==> config.mk <==
export PLATFORM = sky130hd
export DESIGN_NAME = omp_manager
export DESIGN_NICKNAME = d
export VERILOG_FILES = /design/src/shared/omp_pkg.sv /design/src/omp_manager.sv
export SDC_FILE = /design/constraint.sdc
export NUM_CORES = 1
export LEC_CHECK = 0
export BUFFER_PORTS_ARGS = -buffer_cell sky130_fd_sc_hd__buf_2
export CAP_MARGIN = 20
export CORE_MARGIN = 4
export CORE_UTILIZATION = 45
export DETAILED_ROUTE_END_ITERATION = 12
export PLACE_DENSITY = 0.68
export SYNTH_ARGS = -nofsm -noshare
export SYNTH_HDL_FRONTEND = slang
export SYNTH_SLANG_ARGS = --single-unit
export TNS_END_PERCENT = 50
==> constraint.sdc <==
create_clock -name i_sys_clk -period 6.6 [get_ports i_sys_clk]
set_input_delay 1.32 -clock i_sys_clk [delete_from_list [all_inputs] [get_ports i_sys_clk]]
set_output_delay 1.32 -clock i_sys_clk [all_outputs]
set_load 0.02 [all_outputs]
==> src/shared/omp_pkg.sv <==
// Constants and types of the oscillator monitor and power manager
// Functional notes
// - Oscillator edges are watched by ticks of a PLL clock independent of crystal input.
// - Missing oscillator edges raise the monitor interrupt and move CPU onto PLL clock.
// - Fallback in direct drive feeds the PLL base clock undivided to the CPU.
// - Fallback in prescaler mode halves the PLL base clock for the CPU.
// - Only a hardware reset returns the CPU from the PLL fallback to the oscillator.
// - With monitor disabled and no fallback the PLL idles; CPU runs from oscillator, prescaler or divider.
// - With monitor disabled a stopped oscillator raises no interrupt.
// - Monitor disable is loaded with the inverted read strobe pin after reset.
// - Idle stops the CPU clock while peripheral clocks keep running.
// - Power down stops all clocks; the real-time clock may optionally keep running.
// - Slow down divides the oscillator by 1 to 32, halved again with prescaler.
// - Software may switch the PLL off while in slow down mode.
// - Each peripheral can be disabled and enabled on its own by software.
// - One group bit disables a fixed large subset of peripherals at once.
// - Real-time clock wake events end sleep phases for full speed operation.
// - Power down is taken only while the non-maskable interrupt pin is low.
package omp_pkg;
  // ----------------------------------------------------------------
  // Register map
  // ----------------------------------------------------------------
  localparam logic [4:0] OFF_SYSCFG = 5'h00;
  localparam logic [4:0] OFF_CLKCFG = 5'h04;
  localparam logic [4:0] OFF_PERDIS = 5'h08;
  localparam logic [4:0] OFF_STATUS = 5'h0c;
  localparam logic [4:0] OFF_MASK   = 5'h10;
  localparam logic [4:0] OFF_STATE  = 5'h14;
  // ----------------------------------------------------------------
  // Field positions
  // ----------------------------------------------------------------
  localparam int SYS_MON_DIS  = 0;
  localparam int SYS_RTC_KEEP = 1;
  localparam int CLK_SD_EN    = 0;
  localparam int CLK_PLL_OFF  = 1;
  localparam int CLK_PRESC    = 2;
  localparam int CLK_DIV_LSB  = 4;
  localparam int PER_GROUP    = 16;
  localparam int ST_MON_FAIL  = 0;
  localparam int ST_RTC_WAKE  = 1;
  localparam int NUM_PERIPH   = 16;
  localparam int NUM_EVT      = 2;
  localparam int PER_W        = 7;
  localparam logic [15:0] GROUP_MASK = 16'h0ffe;
  // ----------------------------------------------------------------
  // Reset values and timing
  // ----------------------------------------------------------------
  localparam logic [4:0] DIV_RST    = 5'h00;
  localparam logic [1:0] MASK_RST   = 2'h0;
  localparam int         MISS_LIMIT = 4;
  localparam int         MISS_W     = 4;
  // ----------------------------------------------------------------
  // Types
  // ----------------------------------------------------------------
  typedef enum logic [1:0] {MODE_RUN, MODE_IDLE, MODE_PDOWN} omp_mode_t;
  typedef struct packed {
    logic                  strap_done;
    logic                  mon_dis;
    logic                  rtc_keep;
    logic                  sd_en;
    logic                  pll_off;
    logic                  presc;
    logic [4:0]            sd_div;
    logic [NUM_PERIPH-1:0] per_dis;
    logic                  grp_dis;
    logic [NUM_EVT-1:0]    status;
    logic [NUM_EVT-1:0]    mask;
    logic                  fallback;
    logic [MISS_W-1:0]     miss_cnt;
    logic                  osc_q;
    logic [PER_W-1:0]      ph_cnt;
    logic [PER_W-1:0]      period;
    logic                  src_pll;
    logic                  cpu_en;
    logic                  per_tick;
    omp_mode_t             mode;
    logic                  ack;
    logic [31:0]           rdata;
  } omp_state_t;
  typedef struct packed {
    logic        read;
    logic        write;
    logic [4:0]  address;
    logic [31:0] writedata;
  } omp_avm_req_t;
endpackage

==> src/omp_manager.sv <==
// Oscillator monitor, clock source selection and power management
//
// The Avalon-MM register port and the register addresses were left to the implementer.
module omp_manager #(
  parameter int MISS_LIMIT = omp_pkg::MISS_LIMIT
) (
  input  wire logic                          i_sys_clk,
  input  wire logic                          i_rst_n,
  input  wire logic                          i_clk_en,
  input  wire omp_pkg::omp_avm_req_t         i_avm,
  output logic                               o_avm_waitrequest,
  output logic [31:0]                        o_avm_readdata,
  input  wire logic                          i_osc_clk,
  input  wire logic                          i_pll_tick,
  input  wire logic                          i_rd_n,
  input  wire logic                          i_nmi_n,
  input  wire logic                          i_idle_req,
  input  wire logic                          i_power_down_instr_req,
  input  wire logic                          i_wake_irq,
  input  wire logic                          i_rtc_wake,
  output logic                               o_cpu_clk_en,
  output logic                               o_periph_tick,
  output logic [omp_pkg::NUM_PERIPH-1:0]     o_periph_en,
  output logic                               o_pll_run,
  output logic                               o_rtc_run,
  output logic                               o_fallback,
  output logic                               o_irq
);
  // ----------------------------------------------------------------
  // State
  // ----------------------------------------------------------------
  omp_pkg::omp_state_t s_reg;
  omp_pkg::omp_state_t s_next;
  logic                osc_rise;
  logic                pll_run;
  logic                mon_act;
  logic                src_tick;
  logic                pulse;
  logic                tgt_src;
  logic [omp_pkg::PER_W-1:0] tgt_period;
  logic [omp_pkg::PER_W-1:0] base_div;
  logic                wr;
  logic                rd;
  logic [omp_pkg::NUM_EVT-1:0] evt;
  logic [omp_pkg::NUM_EVT-1:0] w1c;

  localparam logic [omp_pkg::MISS_W-1:0] MISS_LAST =
    omp_pkg::MISS_W'(MISS_LIMIT - 1);

  assign osc_rise = i_osc_clk & ~s_reg.osc_q;
  assign pll_run  = s_reg.mode != omp_pkg::MODE_PDOWN &&
                    (s_reg.fallback || (!s_reg.mon_dis &&
                     !(s_reg.sd_en && s_reg.pll_off)));
  assign mon_act  = pll_run && !s_reg.mon_dis && !s_reg.fallback &&
                    s_reg.strap_done;
  assign src_tick = s_reg.src_pll ? i_pll_tick : osc_rise;
  assign pulse    = src_tick && (s_reg.ph_cnt >= s_reg.period - 7'h01);
  assign wr       = i_avm.write && !s_reg.ack;
  assign rd       = i_avm.read && !s_reg.ack;

  // ----------------------------------------------------------------
  // Target clock source and divide
  // ----------------------------------------------------------------
  always_comb begin
    base_div = s_reg.sd_en && !s_reg.fallback ?
               {2'h0, s_reg.sd_div} + 7'h01 : 7'h01;
    tgt_period = s_reg.presc ? {base_div[5:0], 1'b0} : base_div;
    tgt_src    = s_reg.fallback;
  end

  // ----------------------------------------------------------------
  // Next state
  // ----------------------------------------------------------------
  always_comb begin
    s_next       = s_reg;
    evt          = '0;
    w1c          = '0;
    s_next.osc_q = i_osc_clk;
    s_next.ack   = (i_avm.read || i_avm.write) && !s_reg.ack;
    // Oscillator supervision by PLL ticks
    if (mon_act) begin
      if (osc_rise) begin
        s_next.miss_cnt = '0;
      end else if (i_pll_tick) begin
        if (s_reg.miss_cnt == MISS_LAST) begin
          s_next.fallback = 1'b1;
          evt[omp_pkg::ST_MON_FAIL] = 1'b1;
        end else begin
          s_next.miss_cnt = s_reg.miss_cnt + 4'h1;
        end
      end
    end
    // Clock phase generation, source swapped at phase end, or at once on fallback
    s_next.cpu_en   = 1'b0;
    s_next.per_tick = 1'b0;
    if (src_tick) begin
      if (pulse) begin
        s_next.ph_cnt  = '0;
        s_next.period  = tgt_period;
        s_next.src_pll = tgt_src;
      end else begin
        s_next.ph_cnt = s_reg.ph_cnt + 7'h01;
      end
    end
    if (s_next.fallback && !s_reg.src_pll) begin
      s_next.src_pll = 1'b1;
      s_next.ph_cnt  = '0;
      s_next.period  = s_reg.presc ? 7'h02 : 7'h01;
    end
    s_next.cpu_en   = pulse && s_reg.mode == omp_pkg::MODE_RUN;
    s_next.per_tick = pulse && s_reg.mode != omp_pkg::MODE_PDOWN;
    // Power saving modes
    unique case (s_reg.mode)
      omp_pkg::MODE_RUN: begin
        if (i_power_down_instr_req && !i_nmi_n) begin
          s_next.mode = omp_pkg::MODE_PDOWN;
        end else if (i_idle_req) begin
          s_next.mode = omp_pkg::MODE_IDLE;
        end
      end
      omp_pkg::MODE_IDLE: begin
        if (i_wake_irq || i_rtc_wake) begin
          s_next.mode = omp_pkg::MODE_RUN;
        end
      end
      omp_pkg::MODE_PDOWN: begin
        if (s_reg.rtc_keep && i_rtc_wake) begin
          s_next.mode = omp_pkg::MODE_RUN;
        end
      end
      default: s_next.mode = omp_pkg::MODE_RUN;
    endcase
    if (i_rtc_wake && (s_reg.mode != omp_pkg::MODE_PDOWN || s_reg.rtc_keep)) begin
      evt[omp_pkg::ST_RTC_WAKE] = 1'b1;
    end
    // Register writes
    if (wr) begin
      unique case (i_avm.address)
        omp_pkg::OFF_SYSCFG: begin
          s_next.mon_dis  = i_avm.writedata[omp_pkg::SYS_MON_DIS];
          s_next.rtc_keep = i_avm.writedata[omp_pkg::SYS_RTC_KEEP];
        end
        omp_pkg::OFF_CLKCFG: begin
          s_next.sd_en   = i_avm.writedata[omp_pkg::CLK_SD_EN];
          s_next.pll_off = i_avm.writedata[omp_pkg::CLK_PLL_OFF];
          s_next.presc   = i_avm.writedata[omp_pkg::CLK_PRESC];
          s_next.sd_div  = i_avm.writedata[omp_pkg::CLK_DIV_LSB +: 5];
        end
        omp_pkg::OFF_PERDIS: begin
          s_next.per_dis = i_avm.writedata[omp_pkg::NUM_PERIPH-1:0];
          s_next.grp_dis = i_avm.writedata[omp_pkg::PER_GROUP];
        end
        omp_pkg::OFF_STATUS: w1c = i_avm.writedata[omp_pkg::NUM_EVT-1:0];
        omp_pkg::OFF_MASK:   s_next.mask = i_avm.writedata[omp_pkg::NUM_EVT-1:0];
        default: ;
      endcase
    end
    s_next.status = (s_reg.status & ~w1c) | evt;
    // Strap capture on the first enabled edge after reset
    if (!s_reg.strap_done) begin
      s_next.strap_done = 1'b1;
      s_next.mon_dis    = ~i_rd_n;
    end
    // Register reads
    if (rd) begin
      s_next.rdata = '0;
      unique case (i_avm.address)
        omp_pkg::OFF_SYSCFG: begin
          s_next.rdata[omp_pkg::SYS_MON_DIS]  = s_reg.mon_dis;
          s_next.rdata[omp_pkg::SYS_RTC_KEEP] = s_reg.rtc_keep;
        end
        omp_pkg::OFF_CLKCFG: begin
          s_next.rdata[omp_pkg::CLK_SD_EN]          = s_reg.sd_en;
          s_next.rdata[omp_pkg::CLK_PLL_OFF]        = s_reg.pll_off;
          s_next.rdata[omp_pkg::CLK_PRESC]          = s_reg.presc;
          s_next.rdata[omp_pkg::CLK_DIV_LSB +: 5]   = s_reg.sd_div;
        end
        omp_pkg::OFF_PERDIS: begin
          s_next.rdata[omp_pkg::NUM_PERIPH-1:0] = s_reg.per_dis;
          s_next.rdata[omp_pkg::PER_GROUP]      = s_reg.grp_dis;
        end
        omp_pkg::OFF_STATUS: s_next.rdata[omp_pkg::NUM_EVT-1:0] = s_reg.status;
        omp_pkg::OFF_MASK:   s_next.rdata[omp_pkg::NUM_EVT-1:0] = s_reg.mask;
        omp_pkg::OFF_STATE:  s_next.rdata[4:0] = {s_reg.mode, s_reg.src_pll,
                                                   s_reg.fallback, pll_run};
        default: ;
      endcase
    end
  end

  // ----------------------------------------------------------------
  // Registers; only reset leaves the fallback
  // ----------------------------------------------------------------
  always_ff @(posedge i_sys_clk or negedge i_rst_n) begin
    if (!i_rst_n) begin
      s_reg          <= '0;
      s_reg.sd_div   <= omp_pkg::DIV_RST;
      s_reg.mask     <= omp_pkg::MASK_RST;
      s_reg.period   <= 7'h01;
      s_reg.mode     <= omp_pkg::MODE_RUN;
    end else if (i_clk_en) begin
      s_reg <= s_next;
    end
  end

  // ----------------------------------------------------------------
  // Outputs
  // ----------------------------------------------------------------
  assign o_avm_waitrequest = (i_avm.read || i_avm.write) && !s_reg.ack;
  assign o_avm_readdata    = s_reg.rdata;
  assign o_cpu_clk_en      = s_reg.cpu_en;
  assign o_periph_tick     = s_reg.per_tick;
  assign o_pll_run         = pll_run;
  assign o_rtc_run         = s_reg.mode != omp_pkg::MODE_PDOWN || s_reg.rtc_keep;
  assign o_fallback        = s_reg.fallback;
  assign o_irq             = |(s_reg.status & s_reg.mask);

  for (genvar g = 0; g < omp_pkg::NUM_PERIPH; g++) begin : g_per
    assign o_periph_en[g] = !s_reg.per_dis[g] &&
                            !(s_reg.grp_dis && omp_pkg::GROUP_MASK[g]) &&
                            s_reg.mode != omp_pkg::MODE_PDOWN;
  end
endmodule

Word level (Yosys, flattened, before mapping)
Index checks and enable logic that the tools add are counted.

word-level totals
  flip-flop bits (word level) = 75
  input port bits = 50
  output and inout bits = 55
  logic and storage cells = 173

cells by class
  add/sub/neg operators = 4
  order comparisons = 1
  equal/unequal tests = 15
  muxes and demuxes = 37
  bitwise operators = 7
  reductions and logical operators = 87

operators with widths
  operator             number
  $logic_and 1x1->1    44
  $mux 15              2
  $mux 27              1
  $mux 8               3
  $logic_not 1->1      23
  $reduce_and 3->1     6
  $mux 17              1
  $mux 2               8
  $mux 7               2
  $pmux 2 s6           1
  $eq 5x4->1 const B   2
  $eq 5x5->1 const B   2
  $mux 5               2
  $mux 1               9
  $mux 4               2
  $ne 2x2->1 const B   4
  $pmux 4 s2           1
  $reduce_and 4->1     2
  $add 7x1->7 const B  1
  $ge 7x7->1           1
  $sub 7x1->7 const B  1
  $add 5x1->6 const B  1
  $mux 6               1
  $pmux 1 s3           2
  other kinds (20)     29

Depth between registers and ports, before layout
Gate-level depths: netlist of the first run.

  depth after elaboration = 12
  mapped depth = 11
  depth with buffers taken out = 10

Worst setup path after synthesis of the first run
Ideal clock, no wire load.

  path kind = input to output
  from = input port i_avm[37] in the netlist's numbering
  to = output port o_avm_waitrequest
  arrival = 1648 ps
  data required time = 5280 ps
  setup slack = 3632 ps
  stages on the path = 2
  path buffers = 0
  path through = nor2_1 nor2_1

between the ends
  longest elaborated chain between the ends = 2

RTL lines
  item                line                RTL
  start: declaration  omp_manager.sv:10   input wire omp_pkg::omp_avm_req_t i_avm,
  $logic_or 1x1->1    omp_manager.sv:209  assign o_avm_waitrequest = (i_avm.read || i_avm.write) && !s_reg.ack;
  $logic_and 1x1->1   omp_manager.sv:209
  end: declaration    omp_manager.sv:11   output logic o_avm_waitrequest,

Every way passes these cells.

Worst setup path in the final report of the first run
  from = input port i_osc_clk
  to = register s_reg[39] in the netlist's numbering

between the ends
  longest elaborated chain between the ends = 6
  elaborated cells between the ends (all ways) = 10
  those cells by class = mux (4); bitwise (1); reduce/logical (5)

RTL lines
  item                                line                RTL
  start: declaration                  omp_manager.sv:13   input wire logic i_osc_clk,
  $and 1x1->1 *                       omp_manager.sv:50   assign osc_rise = i_osc_clk & ~s_reg.osc_q;
  $mux 1                              omp_manager.sv:82   if (osc_rise) begin
  $mux 5                              omp_manager.sv:81   if (mon_act) begin
  $logic_and 1x1->1                   omp_manager.sv:105  if (s_next.fallback && !s_reg.src_pll) begin
  $reduce_bool 2->1 (no source line)  -
  $reduce_and 3->1 (no source line)   -
  end signal: assignment              omp_manager.sv:202  s_reg <= s_next;
  end: declaration                    omp_manager.sv:32   omp_pkg::omp_state_t s_reg;

Mark *: on every way between the ends. The rest lies on a longest branch, timed or not.
A chain may end at the register's enable or synchronous reset.

==> flow_summary.toml, run 1 <==
[outcome]
status = "finished, final reports clean"

[cts]
ctsResizeCount = 0
tritoncts = "yes"
clkLatencyLatePin_ns = 0.36
clk_pin_slew_worst_paths_ns = 0.08
htree_levels = 3
cts-root-buf = "clkbuf_8"
clock-sinks = 75
clockBufferDepth = 2
cts_made_buffers = 9
ctsHoldBuffers = 0
postCtsSetupRepairBufs = 0

[route]
vias = 3066
wl_per_cell_um = 14.5
ant_nets = 0
drc_errors = 0
wl_um = 8480
viasPerCell = 5.24
drtIter0Drc = 119
first_pass_iters = 4

[pwr]
cell_internal_pwr_w = 0.000869
comb_power_share = 0.350
pwr-share-clk = 0.224
switching_share = 0.391
power_density_nw_per_um2 = 311
seq_power_share = 0.426
cellLeakagePower_nw = 2.19
switchingPower_w = 0.000558
ir_drop_v = 0.000143

[floorplanning]
core-area_sq_um = 8850
ios = 105
initial_core_util = 0.469
die_y_um = 104
dieArea_sq_um = 10800
die_x_um = 104
row_count = 34

[worst_setup_path]
cpPeakStageDelay_ns = 0.61
arrival_ns = 3.39
start_kind = "input pin"
cp_data_required_time_ns = 6.84
critPathKind = "input pin to register"
rr_worst_depth = 9
end_kind = "register"
crit_fanout = 12
critPathSlowestCell = "nor2b_2"
crit_chain = "buf_2, nand2b_1, nand4bb_1, o21ai_2, a31oi_2, nor2b_2, mux2_2"

[yosys]
yosysSeqAreaShare = 0.453
ys_seq_elements = 75
synthArstFlopShare = 1.00
synth_enable_flop_cells = 0
post_synth.cell_area_avg_sq_um = 9.90
yosys_most_used_dff = "dfrtp_1"
synthCells = 419
synth.distinct_cells = 54
yosysWarnings = 0
syn_area_sq_um = 4150

[finish]
nFillCells = 819
area_delta_synth_final_pct = 10.5
fin_cells = 585
final_net_count = 533
drive_above_1_share = 0.289
n_antenna_cell = 0
largest_reg_flops = 55

[min_path]
hold_depth = 2
hold_class = "register to register"

[timing]
period_share = 0.476
worst_pin_slew_ns = 0.927
hold_ws_ns = 0.476
slew_headroom = 0.382
tns_ns = 0
rsz0062_at_grt = "false"
slew_violations = 0
setup_viol_count_final = 0
finalWorstSetupSlack_ns = 3.46
hold_viol = 0
layout_min_cycle_time_ns = 3.14
clock_skew_ns = 0.0113
fmax_mhz = 318

[global_routing]
track_usage = 0.163
grt.overflow.total = 0
grt_pass1_vias = 3022
grt_max_degree = 76
antenna_found_initial = 0
grt_pass1_wl_um = 14400

[placement]
post-dp-hpwl_um = 6280
place_ws_ns = 3.08
finalWeightedCongestion = 0.825
port_buffers = 74
dp_cells = 568

[flow_run]
cap_violations = 0
stage by stage:
step	util	total power, W	area [sq um]
after detailed placement	0.496	0.00112	4390
after floorplan	-	0.000989	4200
final	0.518	0.00143	4580
after CTS	0.516	0.00144	4570
after global placement	0.496	0.00110	4390
after global routing	0.518	0.00153	4580
cell families after synthesis:
| group | count (synthesis) | synth area share |
|---|---|---|
| flip-flops | 75 | 0.453 |
| AO/OA/AOI/OAI | 68 | 0.103 |
| multiplexers | 45 | 0.124 |
| XOR/XNOR | 12 | 0.0253 |
| other | 1 | 0.000904 |
| AND/OR/NAND/NOR | 145 | 0.171 |
| adder cells (fa/ha/maj) | 11 | 0.0332 |
| buffers and inverters | 62 | 0.0902 |
critical path: cells and delay by family:
kind,cells,cell delay (ns)
simple gates,3,1.08
compound gates,2,0.48
mux,1,0.40
buf+inv,1,0.10
cell usage in the layout, fill, tap and decap left out, types with 3 or more instances in the layout:
cell / Yosys / final
a22oi_1: 4 / 4
and4_1: 3 / 3
mux2_2: 31 / 31
clkinv_4: 0 / 3
ha_1: 11 / 11
nand4_1: 5 / 5
nor3_1: 10 / 10
a21oi_1: 12 / 12
mux2_4: 5 / 5
buf_2: 5 / 74
xor2_1: 10 / 10
dfrtp_1: 74 / 74
nand3b_1: 3 / 3
nand3_1: 9 / 9
mux2i_1: 9 / 9
o21ai_0: 28 / 28
inv_1: 14 / 14
nand2b_1: 9 / 9
a31oi_1: 3 / 3
nand2_1: 50 / 50
o22ai_1: 4 / 4
conb_1: 1 / 15
nor2_1: 40 / 40
nor2b_1: 3 / 3
clkbuf_8: 0 / 9
cell type report:
| type | instances | area [sq um] | share of cell area |
|---|---|---|---|
| Inverter | 14 | 52.6 | 0.0115 |
| Multi-Input combinational cell | 296 | 1950 | 0.425 |
| Clock buffer | 10 | 128 | 0.0278 |
| Sequential cell | 75 | 1880 | 0.410 |
| Clock inverter | 6 | 50.0 | 0.0109 |
| Timing Repair Buffer | 76 | 393 | 0.0857 |
| Tap cell | 108 | 135 | 0.0295 |
cell usage after synthesis (all sizes together) (10+ instances only):
library cell	instances	area share
o21ai	30	0.037
nor2	41	0.038
buf	40	0.070
xor2	10	0.021
dfrtp	74	0.45
inv	14	0.013
nand2	50	0.045
nor3	12	0.020
mux2	36	0.10
ha	11	0.033
a21oi	12	0.014
metal layers:
| metal | global-route usage | wire, um |
|---|---|---|
| met5 | 0 | 0 |
| met4 | 0.0741 | 164 |
| met3 | 0.0279 | 447 |
| met2 | 0.268 | 4110 |
| met1 | 0.211 | 3760 |
path summary, 6_finish.rpt:
| kind | slack [ns] | startpoint | to |
|---|---|---|---|
| worst min register to register | 0.48 | o_avm_readdata[0]$_DFFE_PN0P_ | o_avm_readdata[0]$_DFFE_PN0P_ |
| max in group asynchronous | 4.81 | i_rst_n | s_reg[50]$_DFFE_PN0P_ |
| min in group asynchronous | 1.16 | i_rst_n | s_reg[78]$_DFFE_PN0P_ |
| worst max register to register | 3.51 | s_reg[38]$_DFFE_PN1P_ | s_reg[39]$_DFFE_PN0P_ |
| worst min-delay path | 0.48 | o_avm_readdata[0]$_DFFE_PN0P_ | o_avm_readdata[0]$_DFFE_PN0P_ |
| worst max-delay path | 3.46 | i_osc_clk | s_reg[39]$_DFFE_PN0P_ |
power by group through the flow:
stage	combinational, W	sequential, W	clock, W
floorplan	0.000386	0.000603	0
global placement	0.000489	0.000614	0
detailed placement	0.000503	0.000617	0
CTS	0.000505	0.000608	0.000327
global route	0.000564	0.000621	0.000347
finish	0.000500	0.000608	0.000319
No activity file was read; power rests on OpenSTA's default activity.
==> run 2, diff against run 1 <==
--- a/config.mk
+++ b/config.mk
@@ -10,7 +10,7 @@
 export CORE_MARGIN = 4
 export CORE_UTILIZATION = 45
 export DETAILED_ROUTE_END_ITERATION = 12
-export PLACE_DENSITY = 0.68
+export PLACE_DENSITY = 0.71
 export SYNTH_ARGS = -nofsm -noshare
 export SYNTH_HDL_FRONTEND = slang
 export SYNTH_SLANG_ARGS = --single-unit
==> constraint.sdc (replaced) <==
create_clock -name i_sys_clk -period 2.81 [get_ports i_sys_clk]
set_input_delay 0.562 -clock i_sys_clk [delete_from_list [all_inputs] [get_ports i_sys_clk]]
set_output_delay 0.562 -clock i_sys_clk [all_outputs]
set_load 0.02 [all_outputs]
==> run 2 against run 1 <==
  * Sequential power grew 130%
  * Clock power grew to 2.6 times the previous value
  * Non-clock buffer count grew 12
  * Final cell count grew 2.1%
  * Total power grew to 2.5 times the previous value
  * Utilization grew 1.4 points
  * Clock-buffer cell count grew 2
  * Flip-flop and latch count is the same
  * Clock skew shrank 0.0013 ns
  * Combinational power grew to 2.7 times the previous value
  * Largest cell class unchanged
  * Largest power group unchanged
==> flow_summary.toml, run 2 (synthesis results as in run 1) <==
[outcome]
status = "finished, final reports clean"

[pwr]
switching_share = 0.372
cellLeakagePower_nw = 2.26
cell_internal_pwr_w = 0.00226
switchingPower_w = 0.00133
pwr-share-clk = 0.231
power_density_nw_per_um2 = 762
ir_drop_v = 0.000357
power.total_w = 0.00359
comb_power_share = 0.372
seq_power_share = 0.397

[cts]
tritoncts = "yes"
clock-sinks = 75
ctsHoldBuffers = 0
htree_levels = 3
clkLatencyLatePin_ns = 0.35
clockBufferDepth = 2
clk_pin_slew_worst_paths_ns = 0.08
cts_made_buffers = 9
cts-root-buf = "clkbuf_8"

[finish]
area.sequential_sq_um = 1880
design_area_sq_um = 4710
nFillCells = 811
final_net_count = 545
multi_input_comb_area_sq_um = 1960
area_delta_synth_final_pct = 13.6
drive_above_1_share = 0.309
n_antenna_cell = 0
largest_reg_flops = 55
fin_cells = 597
final_cell_mix = "buf_2 (74), dfrtp_1 (74), nand2_1 (50)"

[route]
wl_per_cell_um = 14.8
wl_um = 8830
first_pass_iters = 4
vias = 3142
drc_errors = 0
drtIter0Drc = 146
ant_nets = 0
viasPerCell = 5.26

[placement]
finalWeightedCongestion = 0.846
place_ws_ns = 0.0339
dp_cells = 577
postPlaceCellArea_sq_um = 4470
post-dp-hpwl_um = 6710
port_buffers = 74

[timing]
fmax_mhz = 376
rsz0062_at_grt = "false"
period_share = 0.947
finalWorstSetupSlack_ns = 0.148
slew_headroom = 0.647
tns_ns = 0
setup_viol_count_final = 0
worst_pin_slew_ns = 0.529
hold_viol = 0
clock_skew_ns = 0.00999
layout_min_cycle_time_ns = 2.66
slew_violations = 0

[floorplanning]
die_x_um = 104
row_count = 34
die_y_um = 104
initial_core_util = 0.469
ios = 105
core-area_sq_um = 8850
dieArea_sq_um = 10800

[worst_setup_path]
rr_endpoint = "s_reg[39]$_DFFE_PN0P_"
critPathKind = "register to register"
rr_worst_depth = 11
end_kind = "register"
crit_fanout = 8
crit_end = "s_reg[39]$_DFFE_PN0P_"
arrival_ns = 2.89
setup.worst_path.start = "s_reg[38]$_DFFE_PN1P_"
ff2ff_setup_slack_ns = 0.15
reg2reg_from = "s_reg[38]$_DFFE_PN1P_"
cp_data_required_time_ns = 3.04
start_kind = "register"

[global_routing]
track_usage = 0.167
grt_max_degree = 39
grt_pass1_wl_um = 15000
antenna_found_initial = 0
grt.overflow.total = 0
grt_pass1_vias = 3169

[min_path]
hold_class = "input pin to asynchronous set/reset pin"

[flow_run]
cap_violations = 0
run 2: area by class of cell:
class / count / area share
clock inverter: 4 / 0.0106
timing repair buffer: 88 / 0.104
tap: 108 / 0.0287
clock buffer: 12 / 0.0308
inverter: 14 / 0.0112
sequential: 75 / 0.399
multi-input combinational: 296 / 0.416
run 2: metal layers:
layer / wire length, um / up-vias / global-route usage / part of all wire
met1: 3800 / 1519 / 0.212 / 0.43
met2: 4480 / 79 / 0.286 / 0.51
met3: 401 / 12 / 0.0304 / 0.045
li1: - / 1532 / - / -
met4: 150 / 0 / 0.0617 / 0.017
met5: 0 / - / 0 / 0
run 2: power by group through the flow:
stage                     clock network (W)  logic, W  registers (W)
final                              0.000830   0.00134        0.00142
after global routing               0.000890   0.00148        0.00146
after CTS                          0.000845   0.00124        0.00142
after detailed placement                  0   0.00123        0.00145
after global placement                    0   0.00118        0.00144
after floorplan                           0  0.000907        0.00142
run 2: worst min-delay path by stage:
stage | slack (ns) | start | endpoint
finish | 0.12 | i_rst_n | s_reg[78]$_DFFE_PN0P_
global route | 0.14 | i_rst_n | s_reg[78]$_DFFE_PN0P_
CTS | 0.12 | i_rst_n | s_reg[77]$_DFFE_PN0P_
detailed placement | 0.46 | o_avm_readdata[14]$_DFFE_PN0P_ | o_avm_readdata[14]$_DFFE_PN0P_
global placement | 0.46 | o_avm_readdata[14]$_DFFE_PN0P_ | o_avm_readdata[14]$_DFFE_PN0P_
floorplan | 0.27 | i_rst_n | o_avm_readdata[0]$_DFFE_PN0P_
run 2: critical path, stage by stage (launching register included):
cell	delay (ns)
dfstp_2	0.54
inv_1	0.07
ha_2	0.20
nand2_1	0.07
xor2_1	0.07
ha_1	0.29
o21ai_0	0.10
o311ai_2	0.37
a31oi_2	0.17
nor2b_2	0.18
buf_6	0.16
mux2_2	0.33
run 2: what timing repair did:
| action | CTS | global route |
|---|---|---|
| resized for setup | 0 | 3 |
| setup buffers | 0 | 4 |
| setup endpoints to repair | 0 | 8 |
run 2: per-stage QoR:
step | utilization | hold WS (ns)
global placement | 0.505 | 0.456
CTS | 0.527 | 0.123
floorplan | - | 0.266
detailed placement | 0.505 | 0.464
finish | 0.532 | 0.123
global route | 0.532 | 0.140
==> run 3, diff against run 2 <==
--- a/config.mk
+++ b/config.mk
@@ -10,6 +10,7 @@
 export CORE_MARGIN = 4
 export CORE_UTILIZATION = 45
 export DETAILED_ROUTE_END_ITERATION = 12
+export GPL_ROUTABILITY_DRIVEN = 0
 export PLACE_DENSITY = 0.71
 export SYNTH_ARGS = -nofsm -noshare
 export SYNTH_HDL_FRONTEND = slang
==> constraint.sdc (replaced) <==
create_clock -name i_sys_clk -period 2.81 [get_ports i_sys_clk]
set_input_delay 0.1405 -clock i_sys_clk [delete_from_list [all_inputs] [get_ports i_sys_clk]]
set_output_delay 0.1405 -clock i_sys_clk [all_outputs]
set_load 0.02 [all_outputs]
==> run 3 against run 2 <==
  * Clock power up 11%
  * Clock skew up 0.00053 ns
  * Worst setup slack got worse by 0.13 ns
==> flow_summary.toml, run 3 (synthesis results as in run 1) <==
[worst_setup_path]
critPathKind = "register to register"
start_kind = "register"
end_kind = "register"
cp_data_required_time_ns = 3.06
crit_fanout = 4
arrival_ns = 3.04

[timing]
worst_pin_slew_ns = 0.783
layout_min_cycle_time_ns = 2.79
slew_headroom = 0.478
hold_ws_ns = 0.00894
slew_violations = 0
hold_viol = 0
period_share = 0.993
setup_viol_count_final = 0
fmax_mhz = 358
clock_skew_ns = 0.0105

[cts]
cts_made_buffers = 9
tritoncts = "yes"
htree_levels = 3
clkLatencyLatePin_ns = 0.36
clock-sinks = 75
cts-root-buf = "clkbuf_8"
clk_pin_slew_worst_paths_ns = 0.08
clockBufferDepth = 2

[route]
vias = 3215
drc_errors = 0
drtIter0Drc = 103
viasPerCell = 5.39
ant_nets = 0
wl_um = 9620
wl_per_cell_um = 16.1
first_pass_iters = 5

[outcome]
status = "finished, final reports clean"

[finish]
final_cell_mix = "buf_2 (74), dfrtp_1 (74), nand2_1 (50)"
nFillCells = 804
final_net_count = 545
area_delta_synth_final_pct = 14.9
largest_reg_flops = 55
fin_cells = 597
final_util = 0.538
n_antenna_cell = 0
drive_above_1_share = 0.313

[pwr]
power.total_w = 0.00373
power_density_nw_per_um2 = 783
ir_drop_v = 0.000325
cellLeakagePower_nw = 2.28

[global_routing]
grt.overflow.total = 0
grt_max_degree = 35
grtUsageMet1 = 0.226
antenna_found_initial = 0
met2_usage = 0.303
grt-busiest-layer = "met2"
track_usage = 0.178
grt_pass1_wl_um = 15800
met3_usage = 0.0323
grt_pass1_vias = 3309

[flow_run]
cap_violations = 0

[floorplanning]
die_y_um = 104
row_count = 34
die_x_um = 104
initial_core_util = 0.469
core-area_sq_um = 8850
dieArea_sq_um = 10800
ios = 105

[min_path]
hold_class = "input pin to register"

[placement]
dp_cells = 575
post-dp-hpwl_um = 6950
port_buffers = 74
## run 3: final timing paths
| kind | start | end | slack, ns | cells after the start |
|---|---|---|---|---|
| max | s_reg[38]$_DFFE_PN1P_ | s_reg[43]$_DFFE_PN0P_ | 0.02 | 10 |
| min | i_avm[13] | s_reg[76]$_DFFE_PN0P_ | 0.009 | 2 |
| max reg2reg | s_reg[38]$_DFFE_PN1P_ | s_reg[43]$_DFFE_PN0P_ | 0.02 | 10 |
| min reg2reg | o_avm_readdata[0]$_DFFE_PN0P_ | o_avm_readdata[0]$_DFFE_PN0P_ | 0.48 | 2 |
| max in group asynchronous | i_rst_n | s_reg[38]$_DFFE_PN1P_ | 1.58 | 3 |
| min in group asynchronous | i_rst_n | o_avm_readdata[12]$_DFFE_PN0P_ | 0.38 | 2 |
## run 3: metrics by stage
stage          cell area [sq um]  setup TNS, ns  setup WS, ns
6_report                    4760              0        0.0188
5_1_grt                     4760         -0.116       -0.0476
4_1_cts                     4680              0        0.0659
3_5_place_dp                4440              0        0.0602
3_3_place_gp                4440              0         0.172
2_1_floorplan               4200              0         0.298
## run 3: cell type report
type,count,area [sq um],area share
Clock buffer,10,128,0.0268
Sequential cell,75,1880,0.394
Clock inverter,6,90.1,0.0189
Multi-Input combinational cell,296,1980,0.416
Inverter,14,52.6,0.0110
Timing Repair Buffer,88,497,0.104
Tap cell,108,135,0.0284
## run 3: layer usage
| layer | share of wire | up-vias |
|---|---|---|
| met5 | 0 | - |
| met4 | 0.018 | 0 |
| met3 | 0.045 | 15 |
| met2 | 0.51 | 91 |
| met1 | 0.43 | 1570 |
| li1 | - | 1539 |
## run 3: critical path: stages, from the launching register on
cell	delay, ns
dfstp_2	0.54
inv_1	0.10
ha_4	0.25
ha_1	0.29
a2111oi_2	0.39
o311ai_2	0.21
a31oi_2	0.26
nor2b_2	0.08
buf_6	0.12
clkbuf_4	0.15
mux2_4	0.29
## run 3: timing repair
action,CTS,global route
pin swaps,0,2
buffers inserted,0,4
endpoints found under the setup margin,1,6
endpoints found under the hold margin,32,1
gates resized for setup,1,8
hold buffers,1,1
## run 3: report_power, final
part / total (W) / switching [W] / internal, W
logic: 0.00138 / 0.000802 / 0.000575
registers: 0.00143 / 0.000179 / 0.00125
clock network: 0.000924 / 0.000422 / 0.000502
total: 0.00373 / 0.00140 / 0.00233
